## src/include/dsil_pkg.sv

```systemverilog
/*
 Shared constants for the drive status indicator logic: state codes
 of the safety supervisor and the motion axis, register map, lamp
 patterns and flash timing.
 Assumes a 250 MHz system clock and 32-bit APB data.
*/
package dsil_pkg;

  localparam int CODE_W = 4;

  localparam logic [3:0] SUP_SELF_TEST   = 4'h0;
  localparam logic [3:0] SUP_TEST_EXC    = 4'h1;
  localparam logic [3:0] SUP_WAIT_ID     = 4'h2;
  localparam logic [3:0] SUP_CONFIG      = 4'h3;
  localparam logic [3:0] SUP_IDLE        = 4'h4;
  localparam logic [3:0] SUP_WAIT_ID_TRQ = 4'h5;
  localparam logic [3:0] SUP_EXEC        = 4'h6;
  localparam logic [3:0] SUP_EXEC_TRQ    = 4'h7;
  localparam logic [3:0] SUP_ABORT       = 4'h8;
  localparam logic [3:0] SUP_CRIT        = 4'h9;

  localparam logic [3:0] AX_INIT      = 4'h0;
  localparam logic [3:0] AX_PRECHARGE = 4'h1;
  localparam logic [3:0] AX_SHUTDOWN  = 4'h2;
  localparam logic [3:0] AX_START_INH = 4'h3;
  localparam logic [3:0] AX_STOPPED   = 4'h4;
  localparam logic [3:0] AX_STOPPING  = 4'h5;
  localparam logic [3:0] AX_STARTING  = 4'h6;
  localparam logic [3:0] AX_RUNNING   = 4'h7;
  localparam logic [3:0] AX_TESTING   = 4'h8;
  localparam logic [3:0] AX_ABORTING  = 4'h9;
  localparam logic [3:0] AX_MAJOR_FLT = 4'ha;
  localparam logic [3:0] AX_SELF_TEST = 4'hb;

  localparam int         ADDR_W        = 8;
  localparam logic [7:0] NET_CTRL_ADDR = 8'h00;
  localparam logic [7:0] ID_CMD_ADDR   = 8'h04;
  localparam logic [7:0] STATUS_ADDR   = 8'h08;

  localparam int NC_W        = 5;
  localparam int NC_ADDR_CFG = 0;
  localparam int NC_CONN     = 1;
  localparam int NC_OWNER_TO = 2;
  localparam int NC_CONFLICT = 3;
  localparam int NC_SELFTEST = 4;
  localparam logic [NC_W-1:0] NC_RESET = 5'h10;

  localparam int ID_PROPOSE = 0;
  localparam int ID_COMMIT  = 1;

  localparam int NPORTS_DEF = 2;

  localparam longint CLK_PERIOD_NS = 4;
  localparam longint SLOW_HALF_NS  = 500000000;
  localparam longint FAST_HALF_NS  = 125000000;
  localparam int SLOW_HALF_CYC = int'(SLOW_HALF_NS / CLK_PERIOD_NS);
  localparam int FAST_HALF_CYC = int'(FAST_HALF_NS / CLK_PERIOD_NS);
  localparam int FLASH_CNT_W   = 32;

  typedef enum logic [2:0] {
    PAT_OFF, PAT_GREEN, PAT_RED, PAT_FLASH_G, PAT_FLASH_R,
    PAT_ALT_SLOW, PAT_ALT_FAST
  } dsil_pat_t;

endpackage

```

## src/logic/dsil_flash.sv

```systemverilog
/*
 Free-running flash phase generator with a slow and a fast rate.
 Assumes one clock domain and a clock enable that freezes it.
*/
`timescale 1ns/10ps
module dsil_flash
  import dsil_pkg::*;
#(
  parameter int SLOW_HALF = SLOW_HALF_CYC,
  parameter int FAST_HALF = FAST_HALF_CYC
) (
  input  wire logic clk,
  input  wire logic rst_n,
  input  wire logic ce,
  output logic      slow_phase,
  output logic      fast_phase
);

  localparam int NR = 2;
  localparam logic [FLASH_CNT_W-1:0] HALF [NR] = '{
    FLASH_CNT_W'(SLOW_HALF - 1), FLASH_CNT_W'(FAST_HALF - 1)};

  typedef struct packed {
    logic [NR-1:0][FLASH_CNT_W-1:0] cnt;
    logic [NR-1:0]                  phase;
  } dsil_flash_t;

  dsil_flash_t s;
  dsil_flash_t next_s;

  always_comb begin
    next_s = s;
    if (ce) begin
      for (int i = 0; i < NR; i++) begin
        if (s.cnt[i] == HALF[i]) begin // [RULE_16]
          next_s.cnt[i]   = '0;
          next_s.phase[i] = ~s.phase[i];
        end else begin
          next_s.cnt[i] = s.cnt[i] + FLASH_CNT_W'(1);
        end
      end
    end
  end

  always_ff @(posedge clk or negedge rst_n) begin
    if (!rst_n) begin
      s <= '0;
    end else begin
      s <= next_s;
    end
  end

  assign slow_phase = s.phase[0];
  assign fast_phase = s.phase[1];
endmodule

```

## src/logic/dsil_top.sv

```systemverilog
/*
 Drive status indicator encoder: fault, module, network and per-port
 link lamps from supervisor, axis and network state, plus the forced
 safe state on an idle run flag, with an APB register slave.
 Assumes supervisor and axis codes, run flag and mode-change pulse
 come from logic on clk; link and traffic levels come from PHY pins.
*/
// The implementer's own choices: the APB register port and the register offsets.
// Notes on behaviour
// RULE_01: Highest-precedence state picks the lamp pattern; lower ones are ignored.
// RULE_02: Network lamp is off while no network address is configured.
// RULE_03: Network lamp flashes green with an address but no connection.
// RULE_04: Network lamp is steady green while online with a connection.
// RULE_05: Network lamp flashes red when an exclusive-owner connection timed out.
// RULE_06: Network lamp is steady red when our address is used elsewhere.
// RULE_07: During power-up self-test the network lamp alternates green/red slowly.
// RULE_08: After an identifier proposal, alternate fast until a commit succeeds.
// RULE_09: A port link lamp is off while that port has no link.
// RULE_10: A port link lamp is steady green with link and no traffic.
// RULE_11: A port link lamp flashes green with link and traffic.
// RULE_12: Out-of-box supervisor state flashes module lamp green, permits operation.
// RULE_13: Idle run flag while executing forces the drive to safe state.
// RULE_14: Mode change with torque permitted in that condition permits operation again.
// RULE_15: Fault lamp red on axis abort or major fault, supervisor abort or critical.
// RULE_16: Slow and fast flash rates come from parameterised free-running counters.
// RULE_17: Module lamp steady green executing with axis active, flashing red on fault; the code shows steady red on axis abort and supervisor critical.
`timescale 1ns/10ps
module dsil_top
  import dsil_pkg::*;
#(
  parameter int NPORTS    = NPORTS_DEF,
  parameter int SLOW_HALF = SLOW_HALF_CYC,
  parameter int FAST_HALF = FAST_HALF_CYC
) (
  input  wire logic              clk,
  input  wire logic              rst_n,
  input  wire logic              ce,
  input  wire logic              psel,
  input  wire logic              penable,
  input  wire logic              pwrite,
  input  wire logic [ADDR_W-1:0] paddr,
  input  wire logic [31:0]       pwdata,
  output logic      [31:0]       prdata,
  output logic                   pready,
  output logic                   pslverr,
  input  wire logic [CODE_W-1:0] sup_state,
  input  wire logic [CODE_W-1:0] axis_state,
  input  wire logic              run_flag,
  input  wire logic              mode_chg_torque,
  input  wire logic [NPORTS-1:0] link_up,
  input  wire logic [NPORTS-1:0] link_tx,
  output logic                   fault_red,
  output logic                   module_green,
  output logic                   module_red,
  output logic                   net_green,
  output logic                   net_red,
  output logic      [NPORTS-1:0] link_green,
  output logic                   safe_state,
  output logic                   drive_permit
);

  typedef struct packed {
    logic [NPORTS-1:0] link_s1;
    logic [NPORTS-1:0] link_s2;
    logic [NPORTS-1:0] tx_s1;
    logic [NPORTS-1:0] tx_s2;
    logic [NC_W-1:0]   net_ctrl;
    logic              ident_pending;
    logic              torque_ovr;
    logic              fault_red;
    logic              mod_g;
    logic              mod_r;
    logic              net_g;
    logic              net_r;
    logic [NPORTS-1:0] link_g;
    logic              safe;
    logic              permit;
    logic              pready;
    logic              pslverr;
    logic [31:0]       prdata;
  } dsil_state_t;

  dsil_state_t s;
  dsil_state_t next_s;
  logic        slow_phase;
  logic        fast_phase;

  dsil_flash #(
    .SLOW_HALF (SLOW_HALF),
    .FAST_HALF (FAST_HALF)
  ) u_flash (
    .clk        (clk),
    .rst_n      (rst_n),
    .ce         (ce),
    .slow_phase (slow_phase),
    .fast_phase (fast_phase)
  );

  function automatic logic [1:0] lamp_gr(input dsil_pat_t p,
                                         input logic slow,
                                         input logic fast);
    unique case (p)
      PAT_OFF:      lamp_gr = 2'h0;
      PAT_GREEN:    lamp_gr = 2'h2;
      PAT_RED:      lamp_gr = 2'h1;
      PAT_FLASH_G:  lamp_gr = {slow, 1'b0};
      PAT_FLASH_R:  lamp_gr = {1'b0, slow};
      PAT_ALT_SLOW: lamp_gr = {slow, ~slow};
      PAT_ALT_FAST: lamp_gr = {fast, ~fast};
      default:      lamp_gr = 2'h0;
    endcase
  endfunction

  function automatic logic is_exec(input logic [CODE_W-1:0] st);
    is_exec = (st == SUP_EXEC) || (st == SUP_EXEC_TRQ);
  endfunction

  function automatic logic ax_active(input logic [CODE_W-1:0] st);
    ax_active = (st == AX_STOPPED) || (st == AX_STOPPING) ||
                (st == AX_STARTING) || (st == AX_RUNNING) ||
                (st == AX_TESTING);
  endfunction

  function automatic logic is_fault(input logic [CODE_W-1:0] sup,
                                    input logic [CODE_W-1:0] ax);
    is_fault = (ax == AX_ABORTING) || (ax == AX_MAJOR_FLT) ||
               (sup == SUP_ABORT) || (sup == SUP_CRIT);
  endfunction

  logic      apb_go;
  logic      forced;
  logic      ovr;
  dsil_pat_t mod_pat;
  dsil_pat_t net_pat;
  logic [31:0] status_word;

  assign apb_go = psel && penable && !s.pready;
  assign forced = is_exec(sup_state) && !run_flag;
  assign status_word = 32'({s.ident_pending, s.permit, s.safe, s.link_g,
                            s.net_r, s.net_g, s.mod_r, s.mod_g,
                            s.fault_red});

  // The mode-change pulse only counts while the drive is held safe.
  always_comb begin
    ovr = forced && (s.torque_ovr || mode_chg_torque); // [RULE_14]
  end

  // Precedence runs from the top of each chain downward.
  always_comb begin
    if (sup_state == SUP_CRIT || sup_state == SUP_TEST_EXC) begin
      mod_pat = PAT_RED; // [RULE_01]
    end else if (sup_state == SUP_ABORT || axis_state == AX_MAJOR_FLT) begin
      mod_pat = PAT_FLASH_R; // [RULE_17]
    end else if (axis_state == AX_ABORTING) begin
      mod_pat = PAT_RED;
    end else if (sup_state == SUP_SELF_TEST ||
                 axis_state == AX_SELF_TEST ||
                 sup_state == SUP_WAIT_ID || sup_state == SUP_CONFIG) begin
      mod_pat = PAT_ALT_SLOW;
    end else if (sup_state == SUP_IDLE ||
                 sup_state == SUP_WAIT_ID_TRQ) begin
      mod_pat = PAT_FLASH_G; // [RULE_12]
    end else if (is_exec(sup_state) && ax_active(axis_state)) begin
      mod_pat = PAT_GREEN; // [RULE_17]
    end else begin
      mod_pat = PAT_OFF;
    end
  end

  // Self-test comes first: no address exists yet during power-up.
  always_comb begin
    if (s.net_ctrl[NC_SELFTEST]) begin
      net_pat = PAT_ALT_SLOW; // [RULE_07]
    end else if (!s.net_ctrl[NC_ADDR_CFG]) begin
      net_pat = PAT_OFF; // [RULE_02]
    end else if (s.ident_pending) begin
      net_pat = PAT_ALT_FAST; // [RULE_08]
    end else if (s.net_ctrl[NC_CONFLICT]) begin
      net_pat = PAT_RED; // [RULE_06]
    end else if (s.net_ctrl[NC_OWNER_TO]) begin
      net_pat = PAT_FLASH_R; // [RULE_05]
    end else if (s.net_ctrl[NC_CONN]) begin
      net_pat = PAT_GREEN; // [RULE_04]
    end else begin
      net_pat = PAT_FLASH_G; // [RULE_03]
    end
  end

  always_comb begin
    next_s = s;
    // The bus answer is a pulse, so it drops even while frozen.
    next_s.pready  = 1'b0;
    next_s.pslverr = 1'b0;
    if (ce) begin
      next_s.link_s1 = link_up;
      next_s.link_s2 = s.link_s1;
      next_s.tx_s1   = link_tx;
      next_s.tx_s2   = s.tx_s1;
      if (apb_go) begin
        next_s.pready = 1'b1;
        next_s.prdata = '0;
        unique case (paddr)
          NET_CTRL_ADDR: begin
            if (pwrite) begin
              next_s.net_ctrl = pwdata[NC_W-1:0];
            end
            next_s.prdata = 32'(s.net_ctrl);
          end
          ID_CMD_ADDR: begin
            // A proposal in the same write as a commit wins.
            if (pwrite && pwdata[ID_COMMIT]) begin
              next_s.ident_pending = 1'b0;
            end
            if (pwrite && pwdata[ID_PROPOSE]) begin
              next_s.ident_pending = 1'b1; // [RULE_08]
            end
          end
          STATUS_ADDR: begin
            next_s.prdata = status_word;
          end
          default: begin
            next_s.pslverr = 1'b1;
          end
        endcase
      end
      next_s.torque_ovr = ovr;
      next_s.safe   = forced && !ovr; // [RULE_13]
      next_s.permit = (sup_state == SUP_WAIT_ID_TRQ) ||
                      (is_exec(sup_state) && !(forced && !ovr)); // [RULE_12]
      next_s.fault_red = is_fault(sup_state, axis_state); // [RULE_15]
      {next_s.mod_g, next_s.mod_r} = lamp_gr(mod_pat, slow_phase,
                                             fast_phase);
      {next_s.net_g, next_s.net_r} = lamp_gr(net_pat, slow_phase,
                                             fast_phase);
      for (int i = 0; i < NPORTS; i++) begin
        next_s.link_g[i] = s.link_s2[i] && // [RULE_10]
                           (!s.tx_s2[i] || fast_phase); // [RULE_09] [RULE_11]
      end
    end
  end

  always_ff @(posedge clk or negedge rst_n) begin
    if (!rst_n) begin
      s          <= '0;
      s.net_ctrl <= NC_RESET;
    end else begin
      s <= next_s;
    end
  end

  assign prdata       = s.prdata;
  assign pready       = s.pready;
  assign pslverr      = s.pslverr;
  assign fault_red    = s.fault_red;
  assign module_green = s.mod_g;
  assign module_red   = s.mod_r;
  assign net_green    = s.net_g;
  assign net_red      = s.net_r;
  assign link_green   = s.link_g;
  assign safe_state   = s.safe;
  assign drive_permit = s.permit;

  logic flt_in;
  logic net_base;
  assign flt_in   = is_fault(sup_state, axis_state);
  assign net_base = ce && !s.net_ctrl[NC_SELFTEST] &&
                    s.net_ctrl[NC_ADDR_CFG] && !s.ident_pending;
endmodule

```

## config.mk

```make
export PLATFORM = sky130hd
export DESIGN_NAME = dsil_top
export DESIGN_NICKNAME = d
export VERILOG_FILES = /design/src/include/dsil_pkg.sv /design/src/logic/dsil_flash.sv /design/src/logic/dsil_top.sv
export SDC_FILE = /design/constraint.sdc
export NUM_CORES = 1
export LEC_CHECK = 0
export ABC_AREA = 0
export ABC_CLOCK_PERIOD_IN_PS = 3700
export BUFFER_PORTS_ARGS = -buffer_cell sky130_fd_sc_hd__buf_2
export CORE_UTILIZATION = 45
export CTS_CLUSTER_SIZE = 12
export DETAILED_ROUTE_END_ITERATION = 6
export GPL_ROUTABILITY_DRIVEN = 0
export GPL_TIMING_DRIVEN = 0
export HOLD_SLACK_MARGIN = 0.05
export PLACE_DENSITY = 0.7
export SLEW_MARGIN = 20
export SYNTH_ARGS = -nofsm -noshare
export SYNTH_HDL_FRONTEND = slang
export SYNTH_HIERARCHICAL = 1
export SYNTH_SLANG_ARGS = --single-unit
```

## constraint.sdc

```tcl
create_clock -name clk -period 3.7 [get_ports clk]
set_input_delay 0.74 -clock clk [delete_from_list [all_inputs] [get_ports clk]]
set_output_delay 0.74 -clock clk [all_outputs]
set_load 0.05 [all_outputs]
```

* Word-level counts from Yosys, hierarchy flattened
Index checks and enable logic that the tools add are counted.
** Word-level totals
- Register bits after elaboration :: 124
- Latch bits :: 0
- RAM bits :: 0
- Bits in read-only memories :: 0
- Input port bits :: 60
- Output and inout port bits :: 43
- Word-level logic and storage cells :: 125
- Memories :: 0
** Operators by class
- Add/sub/neg operators :: 2
- Multiply operators :: 0
- Div/mod/pow operators :: 0
- Magnitude comparators :: 0
- Equal/unequal tests :: 33
- Shift operators :: 0
- Mux-type cells :: 22
- Bitwise operators :: 2
- Reductions and logical operators :: 44
** Operators with widths (number)
- 34-bit 2-to-1 mux :: 2
- 32-bit by 1-bit adder with 32-bit output (second input constant) :: 2
- 32-bit 2-to-1 mux :: 2
- 32-bit by 25-bit equality test with 1-bit output (second input constant) :: 1
- 32-bit by 27-bit equality test with 1-bit output (second input constant) :: 1
- 4-bit by 3-bit equality test with 1-bit output (second input constant) :: 8
- 3-bit 2-to-1 mux :: 9
- 4-bit equality test (second input constant) :: 6
- 2-bit case mux with 6 select lines :: 2
- 10-bit case mux with 2 select lines :: 1
- 3-bit equality test (second input constant) :: 6
- 1-bit logical OR :: 18
- 3-bit by 2-bit equality test with 1-bit output (second input constant) :: 4
- 1-bit logical AND :: 11
- 4-bit by 2-bit equality test with 1-bit output (second input constant) :: 2
- 8-bit by 3-bit equality test with 1-bit output (second input constant) :: 1
- 8-bit by 4-bit equality test with 1-bit output (second input constant) :: 1
- 8-bit zero test :: 1
- 4-bit AND reduction :: 2
- 3-bit by 1-bit equality test with 1-bit output (second input constant) :: 2
- 1-bit zero test :: 6
- 2-bit AND reduction :: 3
- 4-bit by 1-bit equality test with 1-bit output (second input constant) :: 1
- 4-bit zero test :: 1
- other kinds (5) :: 10

* Depth between registers and ports, before layout
Gate-level depths: netlist of the first run.
- Word-level depth :: 14
- Depth in mapped cells :: 7

* Modules after synthesis
The synthesis of the first run kept the hierarchy.
** By module, submodules not included
- dsil_flash :: times used 1, cells each 341, area an instance 3353.2 um2
- dsil_top :: times used 1, cells each 187, area an instance 2000.7 um2

* Worst setup path before layout of the first run
No wires, ideal clock.
- Path type :: reg2reg
- Start :: register u_flash/s[17] (netlist bit)
- End :: register u_flash/s[14] (netlist bit)
- Arrival time :: 2.036 ns
- Data required time :: 3.576 ns
- Setup slack :: 1.540 ns
- Cell stages (with the launch flop) :: 6
- Buffers on the path :: 0
- Cells stage by stage :: dfrtp_1 -> or4_1 -> or4_4 -> nor4_2 -> nor2_1 -> a211o_1
** On the way
- Longest elaborated chain between the ends :: 2
** Ends and longest elaborated chain
- start: declaration :: line dsil_flash.sv:28 : dsil_flash_t s;
- start signal: assignment :: line dsil_flash.sv:49 : s <= next_s;
- 32-bit by 27-bit equality test with 1-bit output :: line dsil_flash.sv:35 : if (s.cnt[i] == HALF[i]) begin
- 32-bit 2-to-1 mux :: line dsil_flash.sv:35
No other way between the ends.
A chain may end at the register's enable or synchronous reset.

* Final worst setup path of the first run
- Start :: register u_flash/s[34] (netlist bit)
- End :: register u_flash/s[44] (netlist bit)
** On the way
- Longest elaborated chain between the ends :: 2
- Elaborated cells between the ends (all ways) :: 3
- Classes of those cells :: 1 x add/sub; 1 x eq/ne; 1 x mux
** Ends and longest elaborated chain (line)
- 32-bit by 1-bit adder with 32-bit output / 32-bit by 25-bit equality test with 1-bit output (equally long branches) :: dsil_flash.sv:39, dsil_flash.sv:35
- 32-bit 2-to-1 mux * :: dsil_flash.sv:35
Every way passes the cells marked *; elsewhere a longest branch is shown, timed or not.

==> results.md, run 1 <==
* Status: complete, but fails checks
* Failing checks: DRC
* Final Critical Period at 2.48 ns
* CTS buffer count at 9
* Setup Buffers After CTS at 0
* Hold buffers post-CTS at 0
* Most used flip-flop cell after synthesis: dfrtp_1
* Req. time, crit path at 3.90 ns
* Crit path kind: reg -> reg
* Place WS at 0.998 ns
* Mapped Cells at 528
* Clock sink count at 102
* All-layer global routing usage at 18.8%
* Unrepaired setup endpoints after global routing: no
* Area growth, synth to finish at 15.3%
* Crit path max-delay family: simple AND/OR/NAND/NOR gates
* Fin crit share at 67.0%
* Filler cell count at 1,008
* Initial antenna violation count at 0
* Number of synthesized register bits at 102
* Routed wire length at 11.0 mm
* Post-cts repair resize count at 0
* CP bufs+invs at 1
* Cell variety after synth at 59
* Leakage at 2.91 nW
* Largest net degree at the start of global routing at 70
* Critical path endpoint category: flip-flop
* Starting Density at 46.5%
* Final slew viol count at 0
* Met2 routed WL at 5.12 mm
* FFs w/ async S/R, synth at 100%
* Fraction of layout cells with a size suffix above 1 at 21.0%
* Synth top area cells: dfrtp_1 47%, buf_4 4.8%, xor2_1 4.7%
* Max Buffers Root-to-Sink at 2
* Synth Cell Area at 5350 um^2
* Post-synth EDFFs at 0
* Total grt overflow at 0
* Setup tns final at 0 ns
* Slowest cell delay on critical path at 0.69 ns
* Most frequent cells after synthesis: 101 x dfrtp_1, 44 x nor2_1, 43 x nand2_1, 34 x buf_4, 31 x nand3_1
* Layout net count at 675
* Total power at 2.52 mW
* Worst slew pin tran at 0.918 ns
* CTS tree: yes
* Worst vdd ir at 0.224 mV
* Htree depth at 3
* IO Pins at 103
* Clk Tree Root Cell: clkbuf_16
* Critical path's slowest cell: nor4_1
* Area of the multi-input gates at 2500 um^2
* Via-to-Cell Ratio at 5.50
* Cells on worst reg2reg path at 6
* FF/Latch Area at 2550 um^2
* Highest clock rate at 0.403 GHz
* Crit Path Max Fanout at 10
* Met1 wire length at 5.12 mm
* Fin. Hold Viols at 0
* Most frequent cell after synthesis: dfrtp_1
* Vias at 4,189
* Yosys warns at 6
* Utilization after layout at 53.6%
* DR pass1 iterations at 7
* R2R setup slack at 1.22 ns
* Drt wl/cell at 14.5 um
* Worst-path cell chain: ha_1 > nor4b_1 > nand4_1 > nor4_1 > clkbuf_1 > nor2_1
* Area share of the largest cell type after synthesis at 47.2%
* Hold Path Class: in -> async
* Min setup slack post-route at 1.22 ns
* Clock Skews at 0.00794 ns
* Detail Placement HPWL at 7.97 mm
* Highest routed layer: met4
* Startpoint types: flip-flop
* IO Port Bufs at 52
* Die height at 111 um
* First-pass GRT wire length at 18.8 mm
* Rel. slew slack at 38.3%
* Die Span X at 111 um
* Sequential fraction of the synthesis area at 47.7%
* Synth area leader: dfrtp_1
* Routed Antenna Nets at 0
* Max-cap violations at 0
* Synth Area per Inst at 10.1 um^2
* DRC at 26
* Setup violators final at 0
* Critical path depth at 6
* Clk Latency, worst-skew pair at 0.34 ns
* First-iteration detailed-routing DRC count at 336
* Worst-path clk slew at 0.07 ns
* Antenna diodes at 0
* DR WL met3 at 620 um
* Vias in the first global route at 3,938
* Die area at 12,300 um^2
* Crit path DAT at 2.68 ns
* Pwr per Cell Area at 407 nW/um^2
* Core Footprint at 11,500 um^2
* Num rows at 39
==> final cells by class <==
class | instances | area share [%]
Buffer | 47 | 5.17
Inverter | 15 | 0.912
Clock inverter | 3 | 0.304
Tap cell | 143 | 2.90
Multi-Input combinational cell | 385 | 40.5
Timing Repair Buffer | 53 | 4.76
Clock buffer | 13 | 4.05
Sequential cell | 102 | 41.4
==> final timing paths <==
check | from | to
worst max register to register | u_flash/s[34] | u_flash/s[44]
worst min register to register | prdata[2] | prdata[2]
min in group clk | prdata[2] | prdata[2]
worst max-delay path | u_flash/s[34] | u_flash/s[44]
max in group asynchronous | rst_n | u_flash/s[44]
worst min-delay path | rst_n | prdata[3]
==> report_power, final <==
part / internal (mW) / total, mW / switching [mW]
registers: 1.20 / 1.29 / 0.0907
clock network: 0.476 / 0.868 / 0.392
logic: 0.136 / 0.362 / 0.226
==> logic make-up after synthesis <==
family          after synthesis  synth area share, %
fa+ha+maj                     2                0.467
buf+inv                      62                 7.01
xor+xnor                     53                 8.67
other cells                   1               0.0700
simple gates                228                 24.3
compound gates               60                 7.36
mux                          20                 4.39
flops                       102                 47.7
==> cell usage in the layout, fill, tap and decap left out, types with 3 or more instances in the layout <==
master and n:
a21o_1 3, nor3_1 18, nand2b_1 7, xor2_1 29, clkbuf_16 9, or4_1 3, and3_1 9, mux2i_1 7
or3_1 5, o21ai_0 14, a21oi_1 13, dfrtp_1 101, nor4b_1 8, buf_6 3, nand3_1 31, nor2_1 44
o211ai_1 3, a22o_1 5, buf_2 51, buf_4 34, nor2b_1 3, o31ai_1 3, xnor2_1 24, conb_1 22
nand4_1 24, nor4_2 3, clkbuf_1 14, nor4_1 10, o21ai_1 3, mux2_4 5, inv_1 15, mux2_2 8
nand2_1 43
==> sequential cells by signal, indices dropped and copies added, names as in the netlist, 2 cells and up <==
| register | flops |
|---|---|
| link_green | 2 |
| prdata | 10 |
| s | 15 |
| u_flash/s | 64 |
==> metrics by stage <==
stage,hold WS [ns],cell area (um^2),std cells
3_5_place_dp,0.471,5910,745
4_1_cts,0.289,6170,761
5_1_grt,0.299,6170,761
2_1_floorplan,0.443,5430,549
3_3_place_gp,0.463,5870,744
6_report,0.278,6170,761
==> metal layers <==
layer / vias up / global-route usage (%)
li1: 2009 / -
met1: 2030 / 25.6
met2: 134 / 30.3
met3: 16 / 3.06
met4: 0 / 7.12
met5: - / 0
No activity file was read; power rests on OpenSTA's default activity.
==> run 2, diff against run 1 <==
--- a/config.mk
+++ b/config.mk
@@ -6,7 +6,7 @@
 export NUM_CORES = 1
 export LEC_CHECK = 0
 export ABC_AREA = 0
-export ABC_CLOCK_PERIOD_IN_PS = 3700
+export ABC_CLOCK_PERIOD_IN_PS = 2300
 export BUFFER_PORTS_ARGS = -buffer_cell sky130_fd_sc_hd__buf_2
 export CORE_UTILIZATION = 45
 export CTS_CLUSTER_SIZE = 12
==> constraint.sdc (replaced) <==
create_clock -name clk -period 2.3 [get_ports clk]
set_input_delay 0.46 -clock clk [delete_from_list [all_inputs] [get_ports clk]]
set_output_delay 0.46 -clock clk [all_outputs]
set_load 0.05 [all_outputs]
==> run 2 against run 1 <==
Net effect: the run still ends with DRC left; count of clock-buffer cells in the layout stayed put; setup slack got worse by 1.1 ns; core utilization grew 0.86 points; power rose by 61%; clock power grew 60%; critical path depth decreased by 1; worst hold slack improved by 0.074 ns; final cell count is 0.53% higher; register-to-register slack got worse by 1.1 ns; maximum frequency increased by 13%; non-clock buffer count grew 4; highest routed layer unchanged.
==> results.md, run 2 (synthesis gave the netlist of run 1 again) <==
* Filler cell count at 989 (-1.9%)
* DR pass1 iterations at 7 (unchanged)
* Fraction of layout cells with a size suffix above 1 at 22.3% (+1.3 points)
* All-layer global routing usage at 19.1% (+0.34 points)
* Clk Latency, worst-skew pair at 0.34 ns (about the same)
* Max reg flops at 64 (unchanged)
* Initial antenna violation count at 0 (unchanged)
* CTS buffer count at 9 (unchanged)
* Status: complete, but fails checks
* IO Pins at 103 (unchanged)
* CTS tree: yes
* Crit path DAT at 2.42 ns (-0.26 ns)
* Die area at 12,300 um^2 (unchanged)
* Hold Path Class: in -> reg
* Cells on worst reg2reg path at 5 (-1)
* Slowest cell delay on critical path at 0.54 ns (-0.15 ns)
* R2R setup slack at 0.11 ns (-1.11 ns)
* Place WS at -0.146 ns (-1.14 ns)
* Antenna diodes at 0 (unchanged)
* Reg-to-reg critical path startpoint: u_flash/s[17]
* Total grt overflow at 0 (unchanged)
* Num rows at 39 (unchanged)
* Fin crit share at 95.3% (+28 points)
* Setup tns final at 0 ns (unchanged)
* Post-Layout Inst Area at 6270 um^2 (+1.6%)
* Clock sink count at 102 (unchanged)
* Routed wire length at 11.2 mm (+1.6%)
* Crit path max-delay family: simple AND/OR/NAND/NOR gates
* Critical path's slowest cell: or4_4
* Most common cell after layout, fill and taps aside: dfrtp_1
* Worst-path cell chain: or4_1 > or4_4 > nor4_4 > nor2_1 > a211o_1
* Startpoint types: flip-flop
* Worst slew pin tran at 0.838 ns (-0.0796 ns)
* Placed cell area at 5910 um^2 (unchanged)
* Worst Hold Path Cells at 2
* Leakage at 2.99 nW (+2.7%)
* First-iteration detailed-routing DRC count at 317 (-5.7%)
* Final Critical Period at 2.19 ns (-0.287 ns)
* Hold_sp: link_up[1]
* Pwr per Cell Area at 645 nW/um^2 (+58%)
* Fin. Hold Viols at 0 (unchanged)
* Placed cell count at 745 (unchanged)
* Final slew viol count at 0 (unchanged)
* Detail Placement HPWL at 7.97 mm (unchanged)
* Htree depth at 3 (unchanged)
* Drt wl/cell at 14.7 um (+1.1%)
* CP bufs+invs at 0 (-1)
* Via-to-Cell Ratio at 5.49 (-0.29%)
* First-pass GRT wire length at 19.1 mm (+1.6%)
* Clock Skews at 0.00720 ns (-0.000746 ns)
* Hold_ws at 0.352 ns (+0.0739 ns)
* Unrepaired setup endpoints after global routing: no
* Hold endpoint: s[57]
* Setup violators final at 0 (unchanged)
* Die Span X at 111 um (unchanged)
* Routed Antenna Nets at 0 (unchanged)
* IO Port Bufs at 52 (unchanged)
* Worst-path clk slew at 0.07 ns (about the same)
* Max-cap violations at 0 (unchanged)
* Vias in the first global route at 3,979 (+1.0%)
* Reg2reg end: u_flash/s[14]
* Area growth, synth to finish at 17.2%
* Clk Tree Root Cell: clkbuf_16
* Layout Cells excl Fill at 765 (+0.53%)
* Largest net degree at the start of global routing at 70 (unchanged)
* Max Buffers Root-to-Sink at 2 (unchanged)
* Die height at 111 um (unchanged)
* Failing checks: DRC
* Layout net count at 679 (+0.59%)
* DRC at 26 (unchanged)
* Starting Density at 46.5% (unchanged)
* Most flops, register: u_flash/s
* Highest clock rate at 0.456 GHz (+13%)
* Rel. slew slack at 43.7% (+5.3 points)
* Worst vdd ir at 0.361 mV (+61%)
* Core Footprint at 11,500 um^2 (unchanged)
* Most frequent cells in the layout: 100 x dfrtp_1, 51 x buf_2, 44 x nor2_1
* Crit Path Max Fanout at 6 (-4)
* Min setup slack post-route at 0.108 ns (-1.11 ns)
* Critical path endpoint category: flip-flop
* Vias at 4,199 (+0.24%)
* Crit path kind: reg -> reg
* Req. time, crit path at 2.53 ns (-1.37 ns)
[run 2: how the worst max path moves through the flow]
stage                  startpoint       endpoint  slack (ns)  depth (start not counted)
floorplan           u_flash/s[17]  u_flash/s[14]        0.14                          5
detailed placement  u_flash/s[34]  u_flash/s[52]       -0.15                          6
finish              u_flash/s[17]  u_flash/s[14]        0.11                          5
global route        u_flash/s[17]  u_flash/s[14]        0.02                          5
CTS                 u_flash/s[34]  u_flash/s[44]        0.01                          6
global placement            rst_n  u_flash/s[43]       -0.29                          1
[run 2: repair_timing]
action,CTS,global route
buffers inserted,2,1
hold endpoints to repair,32,0
endpoints found under the setup margin,24,15
hold buffers,1,0
resized for setup,5,7
pin swaps,1,4
[run 2: area by class of cell]
class | count | area (um^2) | share of cell area (%)
clock buffer | 13 | 250 | 3.99
inverter | 15 | 56.3 | 0.897
timing repair buffer | 57 | 327 | 5.21
clock inverter | 3 | 18.8 | 0.299
sequential | 102 | 2550 | 40.7
multi-input combinational | 385 | 2570 | 40.9
buffer | 47 | 320 | 5.11
tap | 143 | 179 | 2.85
[run 2: metrics by stage]
step	utilization (%)	power (mW)
6_report	54.5	4.05
5_1_grt	54.5	4.24
4_1_cts	54.1	4.10
3_5_place_dp	51.3	2.68
3_3_place_gp	51.0	2.65
2_1_floorplan	-	2.50
[run 2: worst reg2reg max path: stages (launching register included)]
cell and delay, ns:
dfrtp_2 0.44, or4_1 0.52, or4_4 0.54, nor4_4 0.27, nor2_1 0.09, a211o_1 0.23
[run 2: where the power goes]
group          total [mW]  switching [mW]  leakage [nW]  internal (mW)
Sequential           2.07           0.145          1.31           1.92
Combinational       0.585           0.365          1.54          0.220
Clock                1.39           0.628         0.134          0.765
Total                4.05            1.14          2.99           2.91
[run 2: per-layer routing]
layer  vias to the layer above  global-route usage [%]  wire length, um  part of all wire (%)
li1                       2008                       -                -                     -
met1                      2025                    25.9             5090                    45
met2                       147                    30.8             5210                    46
met3                        19                    3.12              696                   6.2
met4                         0                    7.66              216                   1.9
met5                         -                       0                0                     0
